## src/irq_defs.svh

```systemverilog
`ifndef IRQ_DEFS_SVH
`define IRQ_DEFS_SVH

// register offsets (byte addresses as printed)
`define IRQ_CTRL_OFFSET 16'h1010
`define IRQ_STAT_OFFSET 16'h1020
// field positions inside the control register
`define IRQ_ENABLE_LSB 0
`define IRQ_MASK_LSB 8
`define IRQ_EDGE_BIT 14
`define IRQ_GATE_BIT 15
// reset values
`define IRQ_CTRL_RESET 16'h0000
`define IRQ_STAT_RESET 8'h00
// channel count
`define IRQ_CHANNELS 6
// low time of the request pulse in edge mode, in clock cycles
`define IRQ_PULSE_CYCLES 4'h1

`endif

```

## src/irq_pkg.sv

```systemverilog
package irq_pkg;
	// one bit per event source, bit order fixed by the channel numbers
	typedef struct packed {
		logic dma_done;     // 5
		logic rtc_event;    // 4
		logic bch_error;    // 3
		logic count_over;   // 2
		logic protect_viol; // 1
		logic flash_ready;  // 0
	} irq_src_s;

	// host register port request
	typedef struct packed {
		logic [15:0] addr;
		logic [15:0] wdata;
		logic wr;
		logic rd;
	} reg_req_s;

	typedef enum logic [1:0] {
		OUT_IDLE = 2'b00,
		OUT_PULSE = 2'b01,
		OUT_HOLD = 2'b10
	} out_state_e;
endpackage : irq_pkg

```

## src/irq_regread.sv

```systemverilog
`timescale 1ns/1ps
`default_nettype none
`include "irq_defs.svh"
// read multiplexer with registered data; keeps the read path off the top module
module irq_regread (
	input wire logic REF_CLK,           // system clock
	input wire logic RST_N,             // synchronous reset, active low
	input wire logic CE,                // clock enable
	input wire logic rd,                // read strobe
	input wire logic [15:0] addr,       // read address
	input wire logic [15:0] ctrl_val,   // control register contents
	input wire logic [5:0] stat_val,    // status bits
	output logic [15:0] rdata           // read data, one cycle later
);
	logic [15:0] rdata_reg; // registered answer
	logic [15:0] rdata_next; // answer being formed

	// decode; unmapped addresses answer zero
	always_comb begin
		rdata_next = rdata_reg;
		if (rd) begin
			unique case (addr)
				`IRQ_CTRL_OFFSET: rdata_next = ctrl_val;
				`IRQ_STAT_OFFSET: rdata_next = {10'h000, stat_val};
				default: rdata_next = 16'h0000;
			endcase
		end
	end

	// answer holds until the next read
	always_ff @(posedge REF_CLK) begin
		if (!RST_N) begin
			rdata_reg <= 16'h0000;
		end else if (CE) begin
			rdata_reg <= rdata_next;
		end
	end

	assign rdata = rdata_reg;
endmodule : irq_regread
`default_nettype wire

```

## src/irq_unit.sv

```systemverilog
// How it works
// - six event channels, numbered zero to five
// - enable bit lets status latch source activity
// - enable low holds status bit cleared
// - mask one lets status assert request
// - mask zero blocks that channel's request
// - level mode holds request until cleared
// - edge mode pulses request low once
// - gate on permits request, fires pending
// - gate off forces request high
// - status register shows one bit per channel
// - both registers reset to zero
`timescale 1ns/1ps
`default_nettype none
`include "irq_defs.svh"
module irq_unit (
	input wire logic REF_CLK,                 // 100 MHz system clock
	input wire logic RST_N,                   // synchronous reset, active low
	input wire logic CE,                      // clock enable, freezes all state when low
	input wire irq_pkg::irq_src_s SRC,        // event sources, same clock, high = activity
	input wire logic [15:0] ADDR,             // register address
	input wire logic [15:0] WDATA,            // register write data
	input wire logic WR,                      // write strobe
	input wire logic RD,                      // read strobe
	output logic [15:0] RDATA,                // read data, cycle after the read strobe
	output logic IRQ_N                        // interrupt request, active low
);
	import irq_pkg::*;

	// whole state of this module
	typedef struct packed {
		logic [5:0] enable;   // per channel enable
		logic [5:0] mask;     // per channel routing
		logic edge_mode;      // trigger select
		logic gate;           // global request gate
		logic [5:0] status;   // latched activity
		logic [5:0] seen;     // pending conditions already signalled in edge mode
		out_state_e ost;      // request output state
		logic [3:0] pcnt;     // pulse length counter
		logic irq_n;          // registered request pin
	} state_s;

	state_s st_reg; // current state
	state_s st_next; // next state
	logic [15:0] ctrl_val; // control register image
	logic [5:0] active; // pending and routed channels
	logic [5:0] fresh; // routed pending not yet pulsed
	logic wr_ctrl; // write to control register
	logic wr_stat; // write to status register

	// control register image with reserved bits as zero
	function automatic logic [15:0] ctrl_image(input state_s s);
		ctrl_image = {s.gate, s.edge_mode, s.mask, 2'b00, s.enable};
	endfunction : ctrl_image

	assign wr_ctrl = WR && (ADDR == `IRQ_CTRL_OFFSET);
	assign wr_stat = WR && (ADDR == `IRQ_STAT_OFFSET);
	assign ctrl_val = ctrl_image(st_reg);
	assign active = st_reg.status & st_reg.mask;
	assign fresh = active & ~st_reg.seen;

	// next state: register writes, status latching, output sequencing
	always_comb begin
		st_next = st_reg;
		// control fields; bits 7-6 dropped on write
		if (wr_ctrl) begin
			st_next.enable = WDATA[`IRQ_ENABLE_LSB +: 6];
			st_next.mask = WDATA[`IRQ_MASK_LSB +: 6];
			st_next.edge_mode = WDATA[`IRQ_EDGE_BIT];
			st_next.gate = WDATA[`IRQ_GATE_BIT];
		end
		// status is sticky; a host write may only clear bits, and a source event in
		// the same cycle wins over that clear
		if (wr_stat) begin
			st_next.status = st_reg.status & WDATA[5:0];
		end
		// sources share our clock, so they are latched straight away without a synchroniser
		st_next.status = st_next.status | (SRC & st_reg.enable);
		// disabled channels are held clear; enable off then on re-arms
		st_next.status = st_next.status & st_next.enable;
		// signalled marks follow the status so a re-armed channel may pulse again
		st_next.seen = st_reg.seen & st_next.status;
		st_next.irq_n = 1'b1;
		unique case (st_reg.ost)
			OUT_IDLE: begin
				if (st_reg.gate && st_reg.edge_mode && fresh != 6'h00) begin
					st_next.ost = OUT_PULSE;
					st_next.pcnt = `IRQ_PULSE_CYCLES;
					st_next.seen = (st_reg.seen | active) & st_next.status;
					st_next.irq_n = 1'b0;
				end else if (st_reg.gate && !st_reg.edge_mode && active != 6'h00) begin
					st_next.ost = OUT_HOLD;
					st_next.irq_n = 1'b0;
				end
			end
			OUT_PULSE: begin
				// pulse is one fixed length, then back high
				if (st_reg.pcnt > 4'h1) begin
					st_next.pcnt = st_reg.pcnt - 4'h1;
					st_next.irq_n = st_reg.gate ? 1'b0 : 1'b1;
				end else begin
					st_next.pcnt = 4'h0;
				end
				if (!st_reg.gate || st_reg.pcnt <= 4'h1) begin
					st_next.ost = OUT_IDLE;
				end
			end
			OUT_HOLD: begin
				// held while anything routed is pending
				if (st_reg.gate && !st_reg.edge_mode && active != 6'h00) begin
					st_next.irq_n = 1'b0;
				end else begin
					st_next.ost = OUT_IDLE;
				end
			end
			default: begin
				st_next.ost = OUT_IDLE;
			end
		endcase
		// in level mode nothing counts as signalled, so a switch to edge pulses
		if (!st_reg.edge_mode) begin
			st_next.seen = 6'h00;
		end
	end

	// one register for all state
	always_ff @(posedge REF_CLK) begin
		if (!RST_N) begin
			st_reg.enable <= 6'h00;
			st_reg.mask <= 6'h00;
			st_reg.edge_mode <= 1'b0;
			st_reg.gate <= 1'b0;
			st_reg.status <= 6'h00;
			st_reg.seen <= 6'h00;
			st_reg.ost <= OUT_IDLE;
			st_reg.pcnt <= 4'h0;
			st_reg.irq_n <= 1'b1;
		end else if (CE) begin
			st_reg <= st_next;
		end
	end

	assign IRQ_N = st_reg.irq_n;

	// read port, registered
	irq_regread u_read (
		.REF_CLK(REF_CLK),
		.RST_N(RST_N),
		.CE(CE),
		.rd(RD),
		.addr(ADDR),
		.ctrl_val(ctrl_val),
		.stat_val(st_reg.status),
		.rdata(RDATA)
	);
endmodule : irq_unit
`default_nettype wire

```

## config.mk

```make
export PLATFORM = sky130hd
export DESIGN_NAME = irq_unit
export DESIGN_NICKNAME = d
export VERILOG_FILES = /design/src/irq_pkg.sv /design/src/irq_regread.sv /design/src/irq_unit.sv
export VERILOG_INCLUDE_DIRS = /design/src
export SDC_FILE = /design/constraint.sdc
export NUM_CORES = 1
export LEC_CHECK = 0
export ABC_AREA = 0
export BUFFER_PORTS_ARGS = -buffer_cell sky130_fd_sc_hd__buf_2
export CAP_MARGIN = 15
export CORE_MARGIN = 2
export CORE_UTILIZATION = 45
export CTS_CLUSTER_DIAMETER = 200
export DETAILED_ROUTE_END_ITERATION = 6
export PLACE_DENSITY_LB_ADDON = 0.15
export SYNTH_ARGS = -nofsm -noshare
export SYNTH_HDL_FRONTEND = slang
export SYNTH_SLANG_ARGS = --single-unit
```

## constraint.sdc

```tcl
create_clock -name REF_CLK -period 2.2 [get_ports REF_CLK]
set_input_delay 0.22 -clock REF_CLK [delete_from_list [all_inputs] [get_ports REF_CLK]]
set_output_delay 0.22 -clock REF_CLK [all_outputs]
set_load 0.02 [all_outputs]
```

==> impl_summary.txt, run 1 <==
----------------------------------------------------
[Floorplanning]
  Starting utilization of the core area ... 0.4628
  Site Rows ... 26
  Floorplan die area ... 5778 µm²
  Core Footprint ... 5042 µm²
  DIE WIDTH ... 76.01 µm
  Vertical die dimension ... 76.01 µm
  Boundary pin count ... 60

[Synthesis]
  Count of flip-flops with a built-in enable after synthesis ... 0
  Largest family of logic cells by synthesized area ... simple AND/OR/NAND/NOR gates
  Leading post-synthesis cells by cell area ... sky130_fd_sc_hd__dfxtp_1, sky130_fd_sc_hd__nand2_1, sky130_fd_sc_hd__a21oi_1
  Most repeated cell in the gate-level netlist after synthesis ... sky130_fd_sc_hd__nand2_1
  Fraction of the mapped netlist area in adder cells ... 0.01072
  Library cell occupying the most area in the post-synthesis netlist ... sky130_fd_sc_hd__dfxtp_1
  Flops & latches, synth ... 47
  Share of synthesized area spent on multiplexers ... 0.004290
  Simple-gate area share of the yosys netlist ... 0.2879
  Number of unique standard cell types used by synthesis ... 48
  Share of the synthesized area in the top cell type ... 0.4032
  Post-Syn Area per Cell ... 8.019 µm²
  Synthesized-area fraction occupied by ao, oa, aoi and oai cells ... 0.2499
  Netlist area before placement ... 2333 µm²
  Xor and xnor area share after synthesis ... 0
  Share of synthesized area occupied by flip-flops and latches ... 0.4032
  Synth cell count leaders ... sky130_fd_sc_hd__nand2_1, sky130_fd_sc_hd__dfxtp_1, sky130_fd_sc_hd__a21oi_1
  Share of async-settable or async-resettable flops after synthesis ... 0
  Instance count of the mapped netlist ... 291
  Number of warnings issued by yosys ... 0
  Dominant synthesized flop cell ... sky130_fd_sc_hd__dfxtp_1

[Power]
  Total power ... 1.652 mW
  Total power density per cell area ... 592.7 nW/µm²
  Max rail drop VDD ... 0.4197 mV
  Static leakage power ... 1.079 nW

[STA]
  Final period utilization ... 0.8557
  Worst slew margin relative to its limit ... 0.6204
  Final max-slew violation count ... 0
  Unrepaired setup endpoints after global routing ... false
  Worst Hold Slack ... 0.1581 ns
  Setup TNS after final layout ... 0 ns
  Clock period minus worst slack ... 1.882 ns
  Clk_skew ... 0.007491 ns
  Max Clk Rate ... 531.2 MHz
  Hold Vio Cnt, Final ... 0
  Slew at the pin closest to its max-slew limit ... 0.5694 ns
  Finish-stage setup viols ... 0

[Global route]
  Number of antenna violations at the first check in global routing ... 0
  Via count of the first global-routing pass ... 2250
  Total congestion overflow after global routing ... 0
  Largest net degree at the start of global routing ... 31
  First-pass GRT wire length ... 10.27 mm
  Overall fraction of global-route tracks in use ... 0.2161

[Layout]
  Syn-to-layout area delta ... 19.41%
  Final net count ... 388
  Core occupancy in the finished layout ... 0.5526
  Flip-flop count of the largest register after layout ... 18
  Antenna diode instance count ... 0
  Filler cell count ... 515
  Share of post-route cells with drive strength above 1 ... 0.2238

[Drt]
  Routed via count ... 2238
  Avg Vias per Cell ... 5.406
  Drt wl/cell ... 14.37 µm
  Post-detailed-route DRC marker count ... 0
  DR pass1 iterations ... 4
  DRT antenna net count ... 0
  Violation count after the first detailed-route iteration ... 127
  WL final ... 5.951 mm

[Setup path]
  Kind of capture point of the worst setup path ... register
  R2R depth ... 7
  Worst r2r src ... st_reg[1]
  Critical Path Fanout Max ... 5
  WP data required ... 2.42 ns
  Setup slack on the worst flop-to-flop path ... 0.32 ns
  CP Launch Type ... register
  Worst endpoint data arrival time ... 2.11 ns
  Worst setup path category ... register to register
  Endpoint of the lowest-slack register-to-register path ... st_reg[1]

[Placed design]
  Routability-driven placement congestion ratio ... 0.9034
  HPWL after detailed placement ... 4.384 mm
  Count of buffers from port buffering ... 55

[Worst hold path]
  Path category of the worst min-delay check ... input port to register
  Hold EP ... ctrl_val[15]
  Hold Path Origin ... WDATA[15]
  Hold Path Depth ... 3

[CTS]
  Clock H-tree levels ... 2
  Post-CTS Hold Buffers ... 0
  Post-cts repair resize count ... 0
  Buffer count from post-CTS setup fixing ... 0
  Clock-pin slew on the worst setup and hold paths ... 0.08 ns
  CTS tree ... built
  Master cell of the clock root buffer ... sky130_fd_sc_hd__clkbuf_8
  Total CTS buffers ... 5
  Clk sinks ... 47
  Skew-Pair Late Insertion Delay ... 0.30 ns
  Max Root-Sink Buffers ... 2

[Status]
  Run status ... finished, final reports clean

[Run]
  Reported max-cap violation count ... 0

----------------------------------------------------
==> how the worst max path moves through the flow <==
stage / from / to / slack [ns] / depth (start not counted)
after floorplan: st_reg[1] / st_reg[5] / 0.59 / 7
after global placement: st_reg[1] / st_reg[1] / 0.36 / 7
after detailed placement: st_reg[1] / st_reg[5] / 0.34 / 7
after CTS: st_reg[1] / st_reg[1] / 0.31 / 7
after global routing: st_reg[1] / st_reg[5] / 0.06 / 7
final: st_reg[1] / st_reg[1] / 0.32 / 7
==> worst max-delay path, stage by stage (launching register included) <==
cell,delay [ns]
sky130_fd_sc_hd__dfxtp_1,0.34
sky130_fd_sc_hd__inv_1,0.09
sky130_fd_sc_hd__ha_1,0.19
sky130_fd_sc_hd__nor2_1,0.05
sky130_fd_sc_hd__o31ai_1,0.46
sky130_fd_sc_hd__o31ai_1,0.20
sky130_fd_sc_hd__or3_1,0.36
sky130_fd_sc_hd__a21oi_1,0.13
==> cell type report <==
type	count	area, µm²	area share
multi-input cells	222	1297	0.4656
flip-flops and latches	47	940.9	0.3377
repair buffers	61	320.3	0.1150
well taps	70	87.58	0.03143
clock buffers	6	82.58	0.02964
clock inverters	2	35.03	0.01257
inverters	6	22.52	0.008083
==> cell usage in the layout, fill, tap and decap left out, types with 6 or more instances in the layout <==
cell                       instances
sky130_fd_sc_hd__o21a_1           10
sky130_fd_sc_hd__inv_1             6
sky130_fd_sc_hd__a221oi_1          6
sky130_fd_sc_hd__nor3_1            8
sky130_fd_sc_hd__buf_2            55
sky130_fd_sc_hd__buf_4             6
sky130_fd_sc_hd__a21oi_1          30
sky130_fd_sc_hd__dfxtp_1          47
sky130_fd_sc_hd__nor2_1           16
sky130_fd_sc_hd__clkbuf_8          6
sky130_fd_sc_hd__nand2_1          62
sky130_fd_sc_hd__nand2b_1          8
sky130_fd_sc_hd__o21ai_0          14
sky130_fd_sc_hd__nand3_1           9
==> power by group <==
group | switching [mW] | total (mW) | internal (mW)
clock | 0.280 | 0.648 | 0.368
combinational | 0.0844 | 0.141 | 0.0569
sequential | 0.00462 | 0.862 | 0.858
==> per-layer routing <==
| layer | vias to the layer above | track usage | part of all wire |
|---|---|---|---|
| met2 | 63 | 0.3652 | 0.47 |
| met4 | 0 | 0.09273 | 0.012 |
| li1 | 1142 | - | - |
| met5 | - | 0 | 0 |
| met1 | 1025 | 0.2737 | 0.45 |
| met3 | 8 | 0.03555 | 0.060 |
==> per-stage QoR <==
step	area [µm²]	worst slack, ns	instances
finish	2786	0.3175	414
global route	2786	0.06480	414
CTS	2786	0.3149	414
detailed placement	2669	0.3398	406
global placement	2669	0.3562	406
floorplan	2337	0.5864	292
==> cell families (layout without fill, tap and decap cells) <==
| group | after synthesis | after routing |
|---|---|---|
| other | 1 | 2 |
| AO/OA/AOI/OAI | 88 | 88 |
| adder cells (fa/ha/maj) | 2 | 2 |
| buffers and inverters | 23 | 75 |
| AND/OR/NAND/NOR | 129 | 129 |
| multiplexers | 1 | 1 |
| flip-flops | 47 | 47 |
(Power assumes the default switching activity.)
==> run 2: changes to the inputs <==
--- a/config.mk
+++ b/config.mk
@@ -9,7 +9,7 @@
 export ABC_AREA = 0
 export BUFFER_PORTS_ARGS = -buffer_cell sky130_fd_sc_hd__buf_2
 export CAP_MARGIN = 15
-export CORE_MARGIN = 2
+export CORE_MARGIN = 3
 export CORE_UTILIZATION = 45
 export CTS_CLUSTER_DIAMETER = 200
 export DETAILED_ROUTE_END_ITERATION = 6
==> impl_summary.txt, run 2 (synthesis results as in run 1) <==
----------------------------------------------------
[Drt]
  Violation count after the first detailed-route iteration ... 150 (+18%)
  Post-detailed-route DRC marker count ... 0 (unchanged)
  Avg Vias per Cell ... 5.576 (+3.1%)
  Drt wl/cell ... 14.94 µm (+3.9%)
  DRT antenna net count ... 0 (unchanged)
  DR pass1 iterations ... 5 (+1)
  WL final ... 6.125 mm (+2.9%)
  Routed via count ... 2286 (+2.1%)

[Layout]
  Multi-input combinational cell area ... 1297 µm² (unchanged)
  Sequential cell area ... 940.9 µm² (unchanged)
  Filler cell count ... 476 (-7.6%)
  Syn-to-layout area delta ... 18.12%
  Filler-free cell count of the finished design ... 410 (-0.97%)
  Final net count ... 387 (-0.26%)
  Core occupancy in the finished layout ... 0.5649 (+0.01227)
  Antenna diode instance count ... 0 (unchanged)
  Most frequent cells in the layout ... sky130_fd_sc_hd__nand2_1, sky130_fd_sc_hd__buf_2, sky130_fd_sc_hd__dfxtp_1
  Leading cell type in the layout, fill and taps excluded ... sky130_fd_sc_hd__nand2_1
  Share of post-route cells with drive strength above 1 ... 0.2216 (-0.002263)
  Flip-flop count of the largest register after layout ... 18 (unchanged)

[CTS]
  Post-cts repair resize count ... 0 (unchanged)
  Clock-pin slew on the worst setup and hold paths ... 0.09 ns (about the same)
  Post-CTS Hold Buffers ... 0 (unchanged)
  Max Root-Sink Buffers ... 2 (unchanged)
  Buffer count from post-CTS setup fixing ... 0 (unchanged)
  Master cell of the clock root buffer ... sky130_fd_sc_hd__clkbuf_8
  Total CTS buffers ... 5 (unchanged)
  CTS tree ... built
  Clock H-tree levels ... 2 (unchanged)
  Clk sinks ... 47 (unchanged)
  Skew-Pair Late Insertion Delay ... 0.31 ns (about the same)

[STA]
  Clock period minus worst slack ... 1.872 ns (-0.01035 ns)
  Hold Vio Cnt, Final ... 0 (unchanged)
  Final max-slew violation count ... 0 (unchanged)
  Setup TNS after final layout ... 0 ns (unchanged)
  Slew at the pin closest to its max-slew limit ... 0.5740 ns (+0.004535 ns)
  Unrepaired setup endpoints after global routing ... false
  Clk_skew ... 0.01325 ns (+0.005762 ns)
  Worst slew margin relative to its limit ... 0.6174 (-0.003023)
  Finish-stage setup viols ... 0 (unchanged)
  Worst Hold Slack ... 0.1487 ns (-0.009415 ns)
  Final period utilization ... 0.8510 (-0.004703)
  Max Clk Rate ... 534.1 MHz (+0.55%)

[Setup path]
  Worst path bufs/invs ... 1 (unchanged)
  Worst setup path category ... register to register
  Cell repeated most along the worst path ... sky130_fd_sc_hd__o31ai_1
  Series of cell instances along the critical path ... inv_1 -> ha_1 -> nor2_1 -> o31ai_1 -> o31ai_1 -> or3_1 -> a21oi_1
  CP Launch Type ... register
  CP peak stage delay ... 0.44 ns (-0.02 ns)
  WP data required ... 2.43 ns (about the same)
  Worst endpoint data arrival time ... 2.10 ns (about the same)
  Kind of cell adding the most delay to the critical path ... compound AO/OA/AOI/OAI gates
  Critical Path Fanout Max ... 5 (unchanged)
  Kind of capture point of the worst setup path ... register
  Slowest CP cell ... sky130_fd_sc_hd__o31ai_1

[Power]
  Static leakage power ... 1.060 nW (-1.8%)
  Total power density per cell area ... 568.5 nW/µm² (-4.1%)
  Max rail drop VDD ... 0.4030 mV (-4.0%)

[Floorplanning]
  Floorplan die area ... 6086 µm² (+5.3%)
  Boundary pin count ... 60 (unchanged)
  DIE WIDTH ... 78.01 µm (+2.6%)
  Core Footprint ... 4880 µm² (-3.2%)
  Site Rows ... 25 (-3.8%)
  Starting utilization of the core area ... 0.4782 (+0.01543)
  Vertical die dimension ... 78.01 µm (+2.6%)

[Run]
  Reported max-cap violation count ... 0 (unchanged)

[Global route]
  Overall fraction of global-route tracks in use ... 0.2107 (-0.005401)
  Total congestion overflow after global routing ... 0 (unchanged)
  Largest net degree at the start of global routing ... 22 (-29%)
  Via count of the first global-routing pass ... 2172 (-3.5%)
  Number of antenna violations at the first check in global routing ... 0 (unchanged)
  First-pass GRT wire length ... 10.23 mm (-0.41%)

[Placed design]
  Count of buffers from port buffering ... 55 (unchanged)
  HPWL after detailed placement ... 4.476 mm (+2.1%)
  Cell Count Post-Placement ... 402 (-0.99%)
  Routability-driven placement congestion ratio ... 0.8923 (-1.2%)

[Status]
  Run status ... finished, final reports clean

[Worst hold path]
  Path category of the worst min-delay check ... input port to register

----------------------------------------------------
==> run 2: changes by cell type in the layout (fill, tap and decap cells not counted), sizes merged <==
cell and change:
buf -1, bufinv -1, clkinvlp +1
==> run 2: stage by stage <==
| stage | power [mW] | worst slack [ns] | cell area [µm²] |
|---|---|---|---|
| after detailed placement | 1.025 | 0.3418 | 2658 |
| final | 1.567 | 0.3279 | 2756 |
| after floorplan | 0.9555 | 0.5864 | 2337 |
| after CTS | 1.576 | 0.3410 | 2756 |
| after global routing | 1.631 | 0.1580 | 2756 |
| after global placement | 1.023 | 0.3765 | 2658 |
==> run 2: final cells by class <==
| class | count | area share |
|---|---|---|
| Clock buffer | 6 | 0.02996 |
| Sequential cell | 47 | 0.3414 |
| Clock inverter | 2 | 0.005901 |
| Timing Repair Buffer | 60 | 0.1135 |
| Tap cell | 67 | 0.03041 |
| Inverter | 6 | 0.008171 |
| Multi-Input combinational cell | 222 | 0.4707 |
==> run 2: tightest hold or removal path: stages <==
cell	delay (ns)
sky130_fd_sc_hd__buf_2	0.09
sky130_fd_sc_hd__nand2_1	0.04
sky130_fd_sc_hd__a21oi_1	0.06
==> run 2: layer usage <==
metal,share of wire,vias to the layer above,GRT usage
met5,0,-,0
met4,0.020,0,0.09615
met3,0.076,14,0.04817
met2,0.47,73,0.3399
met1,0.43,1068,0.2680
li1,-,1131,-
==> run 2: final timing paths <==
path                     from               end  slack, ns  cells after the start
min reg2reg  u_read.rdata[15]  u_read.rdata[15]       0.46                      2
min                 WDATA[15]      ctrl_val[15]       0.15                      3
max reg2reg         st_reg[1]         st_reg[5]       0.33                      7
max                 st_reg[1]         st_reg[5]       0.33                      7
==> run 2: power breakdown <==
group          switching, mW  total (mW)  internal (mW)
clock network          0.305       0.562          0.257
registers            0.00487       0.863          0.858
logic                 0.0852       0.142         0.0570
total                  0.395        1.57           1.17
==> run 3: changes to the inputs <==
--- a/config.mk
+++ b/config.mk
@@ -6,7 +6,7 @@
 export SDC_FILE = /design/constraint.sdc
 export NUM_CORES = 1
 export LEC_CHECK = 0
-export ABC_AREA = 0
+export ABC_AREA = 1
 export BUFFER_PORTS_ARGS = -buffer_cell sky130_fd_sc_hd__buf_2
 export CAP_MARGIN = 15
 export CORE_MARGIN = 3
==> impl_summary.txt, run 3 <==
----------------------------------------------------
[STA]
  Slew at the pin closest to its max-slew limit ... 0.7802 ns (+0.2062 ns)
  Unrepaired setup endpoints after global routing ... false
  Setup TNS after final layout ... 0 ns (unchanged)
  Hold Vio Cnt, Final ... 0 (unchanged)
  Worst setup slack after layout ... 0.5589 ns (+0.2310 ns)
  Clk_skew ... 0.01619 ns (+0.002940 ns)
  Final max-slew violation count ... 0 (unchanged)
  Worst slew margin relative to its limit ... 0.4793 (-0.1380)
  Clock period minus worst slack ... 1.641 ns (-0.2310 ns)
  Final period utilization ... 0.7460 (-0.1050)
  Max Clk Rate ... 609.3 MHz (+14%)
  Finish-stage setup viols ... 0 (unchanged)

[Layout]
  Syn-to-layout area delta ... 16.63%
  Leading cell type in the layout, fill and taps excluded ... sky130_fd_sc_hd__nand2_1
  Antenna diode instance count ... 0 (unchanged)
  Flip-flop count of the largest register after layout ... 18 (unchanged)
  Most frequent cells in the layout ... sky130_fd_sc_hd__nand2_1, sky130_fd_sc_hd__buf_2, sky130_fd_sc_hd__nor2_1
  Share of post-route cells with drive strength above 1 ... 0.1853 (-0.03630)
  Final net count ... 465 (+20%)

[CTS]
  Clock-pin slew on the worst setup and hold paths ... 0.10 ns (about the same)
  Master cell of the clock root buffer ... sky130_fd_sc_hd__clkbuf_8
  CTS tree ... built
  Skew-Pair Late Insertion Delay ... 0.31 ns (about the same)
  Buffer count from post-CTS setup fixing ... 0 (unchanged)
  Max Root-Sink Buffers ... 2 (unchanged)
  Post-CTS Hold Buffers ... 0 (unchanged)
  Clk sinks ... 47 (unchanged)
  Total CTS buffers ... 5 (unchanged)
  Post-cts repair resize count ... 0 (unchanged)
  Clock H-tree levels ... 2 (unchanged)

[Floorplanning]
  Boundary pin count ... 60 (unchanged)
  DIE WIDTH ... 79.48 µm (+1.9%)
  Site Rows ... 26 (+4.0%)
  Starting utilization of the core area ... 0.4698 (-0.008442)
  Core Footprint ... 5172 µm² (+6.0%)
  Vertical die dimension ... 79.48 µm (+1.9%)
  Floorplan die area ... 6317 µm² (+3.8%)

[Synthesis]
  Dominant synthesized flop cell ... sky130_fd_sc_hd__dfxtp_1
  Library cell occupying the most area in the post-synthesis netlist ... sky130_fd_sc_hd__dfxtp_1
  Number of warnings issued by yosys ... 0 (unchanged)
  Count of flip-flops with a built-in enable after synthesis ... 0 (unchanged)
  Share of synthesized area occupied by flip-flops and latches ... 0.3872 (-0.01599)
  Synth cell count leaders ... sky130_fd_sc_hd__nand2_1, sky130_fd_sc_hd__nor2_1, sky130_fd_sc_hd__dfxtp_1
  Share of the synthesized area in the top cell type ... 0.3872 (-0.01599)
  Netlist area before placement ... 2430 µm² (+4.1%)
  Leading post-synthesis cells by cell area ... sky130_fd_sc_hd__dfxtp_1, sky130_fd_sc_hd__nand2_1, sky130_fd_sc_hd__nor2_1
  Flops & latches, synth ... 47 (unchanged)
  Share of async-settable or async-resettable flops after synthesis ... 0 (unchanged)
  Instance count of the mapped netlist ... 370 (+27%)
  Most repeated cell in the gate-level netlist after synthesis ... sky130_fd_sc_hd__nand2_1
  Number of unique standard cell types used by synthesis ... 25 (-48%)
  Post-Syn Area per Cell ... 6.567 µm² (-18%)

[Drt]
  DR pass1 iterations ... 4 (-1)
  DRT antenna net count ... 0 (unchanged)
  Drt wl/cell ... 12.00 µm (-20%)
  WL final ... 5.893 mm (-3.8%)
  Routed via count ... 2401 (+5.0%)
  Violation count after the first detailed-route iteration ... 150 (unchanged)
  Avg Vias per Cell ... 4.890 (-12%)
  Post-detailed-route DRC marker count ... 0 (unchanged)

[Power]
  Total power ... 1.573 mW (+0.38%)
  Max rail drop VDD ... 0.4302 mV (+6.8%)
  Static leakage power ... 1.292 nW (+22%)
  Total power density per cell area ... 555.0 nW/µm² (-2.4%)

[Setup path]
  CP peak stage delay ... 0.34 ns (-0.10 ns)
  Cell repeated most along the worst path ... sky130_fd_sc_hd__nand2_1
  Slowest CP cell ... sky130_fd_sc_hd__dfxtp_1
  WP data required ... 2.39 ns (-0.04 ns)
  Series of cell instances along the critical path ... inv_1 -> ha_1 -> nor2_1 -> nor3_2 -> nor2_1 -> nand2_1 -> nand2_1 -> inv_1 -> nand2_1 -> clkinv_1 -> nand2_1 -> nand2_1 -> a21oi_1
  Worst endpoint data arrival time ... 1.83 ns (-0.27 ns)
  Worst setup path category ... register to register
  CP Launch Type ... register
  Kind of capture point of the worst setup path ... register
  Critical Path Fanout Max ... 6 (+1)

[Status]
  Run status ... finished, final reports clean

[Global route]
  Largest net degree at the start of global routing ... 29 (+32%)
  Overall fraction of global-route tracks in use ... 0.1983 (-0.01242)
  Number of antenna violations at the first check in global routing ... 0 (unchanged)
  First-pass GRT wire length ... 9.956 mm (-2.6%)
  Via count of the first global-routing pass ... 2200 (+1.3%)
  Total congestion overflow after global routing ... 0 (unchanged)

[Placed design]
  Count of buffers from port buffering ... 55 (unchanged)
  Routability-driven placement congestion ratio ... 0.8547 (-4.2%)
  HPWL after detailed placement ... 4.331 mm (-3.2%)
  Pre-CTS setup slack ... 0.5020 ns (+0.1602 ns)

[Run]
  Reported max-cap violation count ... 0 (unchanged)

[Worst hold path]
  Path category of the worst min-delay check ... input port to register

----------------------------------------------------
## run 3: changes by cell type after synthesis, sizes merged, moves of 8 or more
cell / before / now
nor2: 17 / 62
nand2: 62 / 92
inv: 6 / 35
nand3: 9 / 27
o21ai: 16 / 26
nand2b: 8 / 0
## run 3: stage by stage
stage               hold WS, ns  area (µm²)  cells    util
floorplan                0.3584        2434    371       -
global placement         0.4505        2735    483  0.5288
detailed placement       0.4582        2735    483  0.5288
CTS                      0.1327        2834    491  0.5479
global route             0.1419        2834    491  0.5479
finish                   0.1374        2834    491  0.5479
## run 3: path summary, 6_finish.rpt
check | startpoint | to | depth (start not counted) | slack (ns)
setup / recovery | st_reg[1] | st_reg[5] | 13 | 0.56
hold / removal | WDATA[9] | ctrl_val[9] | 3 | 0.14
setup reg to reg | st_reg[1] | st_reg[5] | 13 | 0.56
hold reg to reg | IRQ_N | IRQ_N | 2 | 0.47
## run 3: report_power, final
group	internal (mW)	switching, mW	leakage (nW)
registers	0.865	0.00663	0.381
clock network	0.257	0.306	0.0474
logic	0.0516	0.0867	0.863
total	1.17	0.399	1.29
## run 3: critical path: cells and delay by family (launching register included)
family | cells | cell delay (ns)
DFF | 1 | 0.34
AOI/OAI and AO/OA | 1 | 0.06
adders and majority gates | 1 | 0.18
buffers and inverters | 3 | 0.22
and+or+nand+nor | 8 | 0.70
## run 3: per-layer routing
layer,vias up,GRT usage,share of wire
li1,1291,-,-
met3,6,0.04515,0.041
met5,-,0,0
met2,39,0.3247,0.46
met1,1065,0.2622,0.48
met4,0,0.05155,0.011
## run 3: kinds of logic after synthesis
family | share of synthesized area
buffers and inverters | 0.08857
and+or+nand+nor | 0.3429
DFF | 0.3872
AOI/OAI and AO/OA | 0.1622
xor gates and xnor gates | 0.007210
other | 0.001543
adders and majority gates | 0.01030
## run 3: cell type report
| type | instances | area (µm²) |
|---|---|---|
| Clock buffer | 6 | 82.58 |
| Sequential cell | 47 | 940.9 |
| Tap cell | 70 | 87.58 |
| Timing Repair Buffer | 57 | 290.3 |
| Fill cell | 539 | 2338 |
| Clock inverter | 2 | 16.27 |
| Multi-Input combinational cell | 272 | 1277 |
| Inverter | 37 | 138.9 |
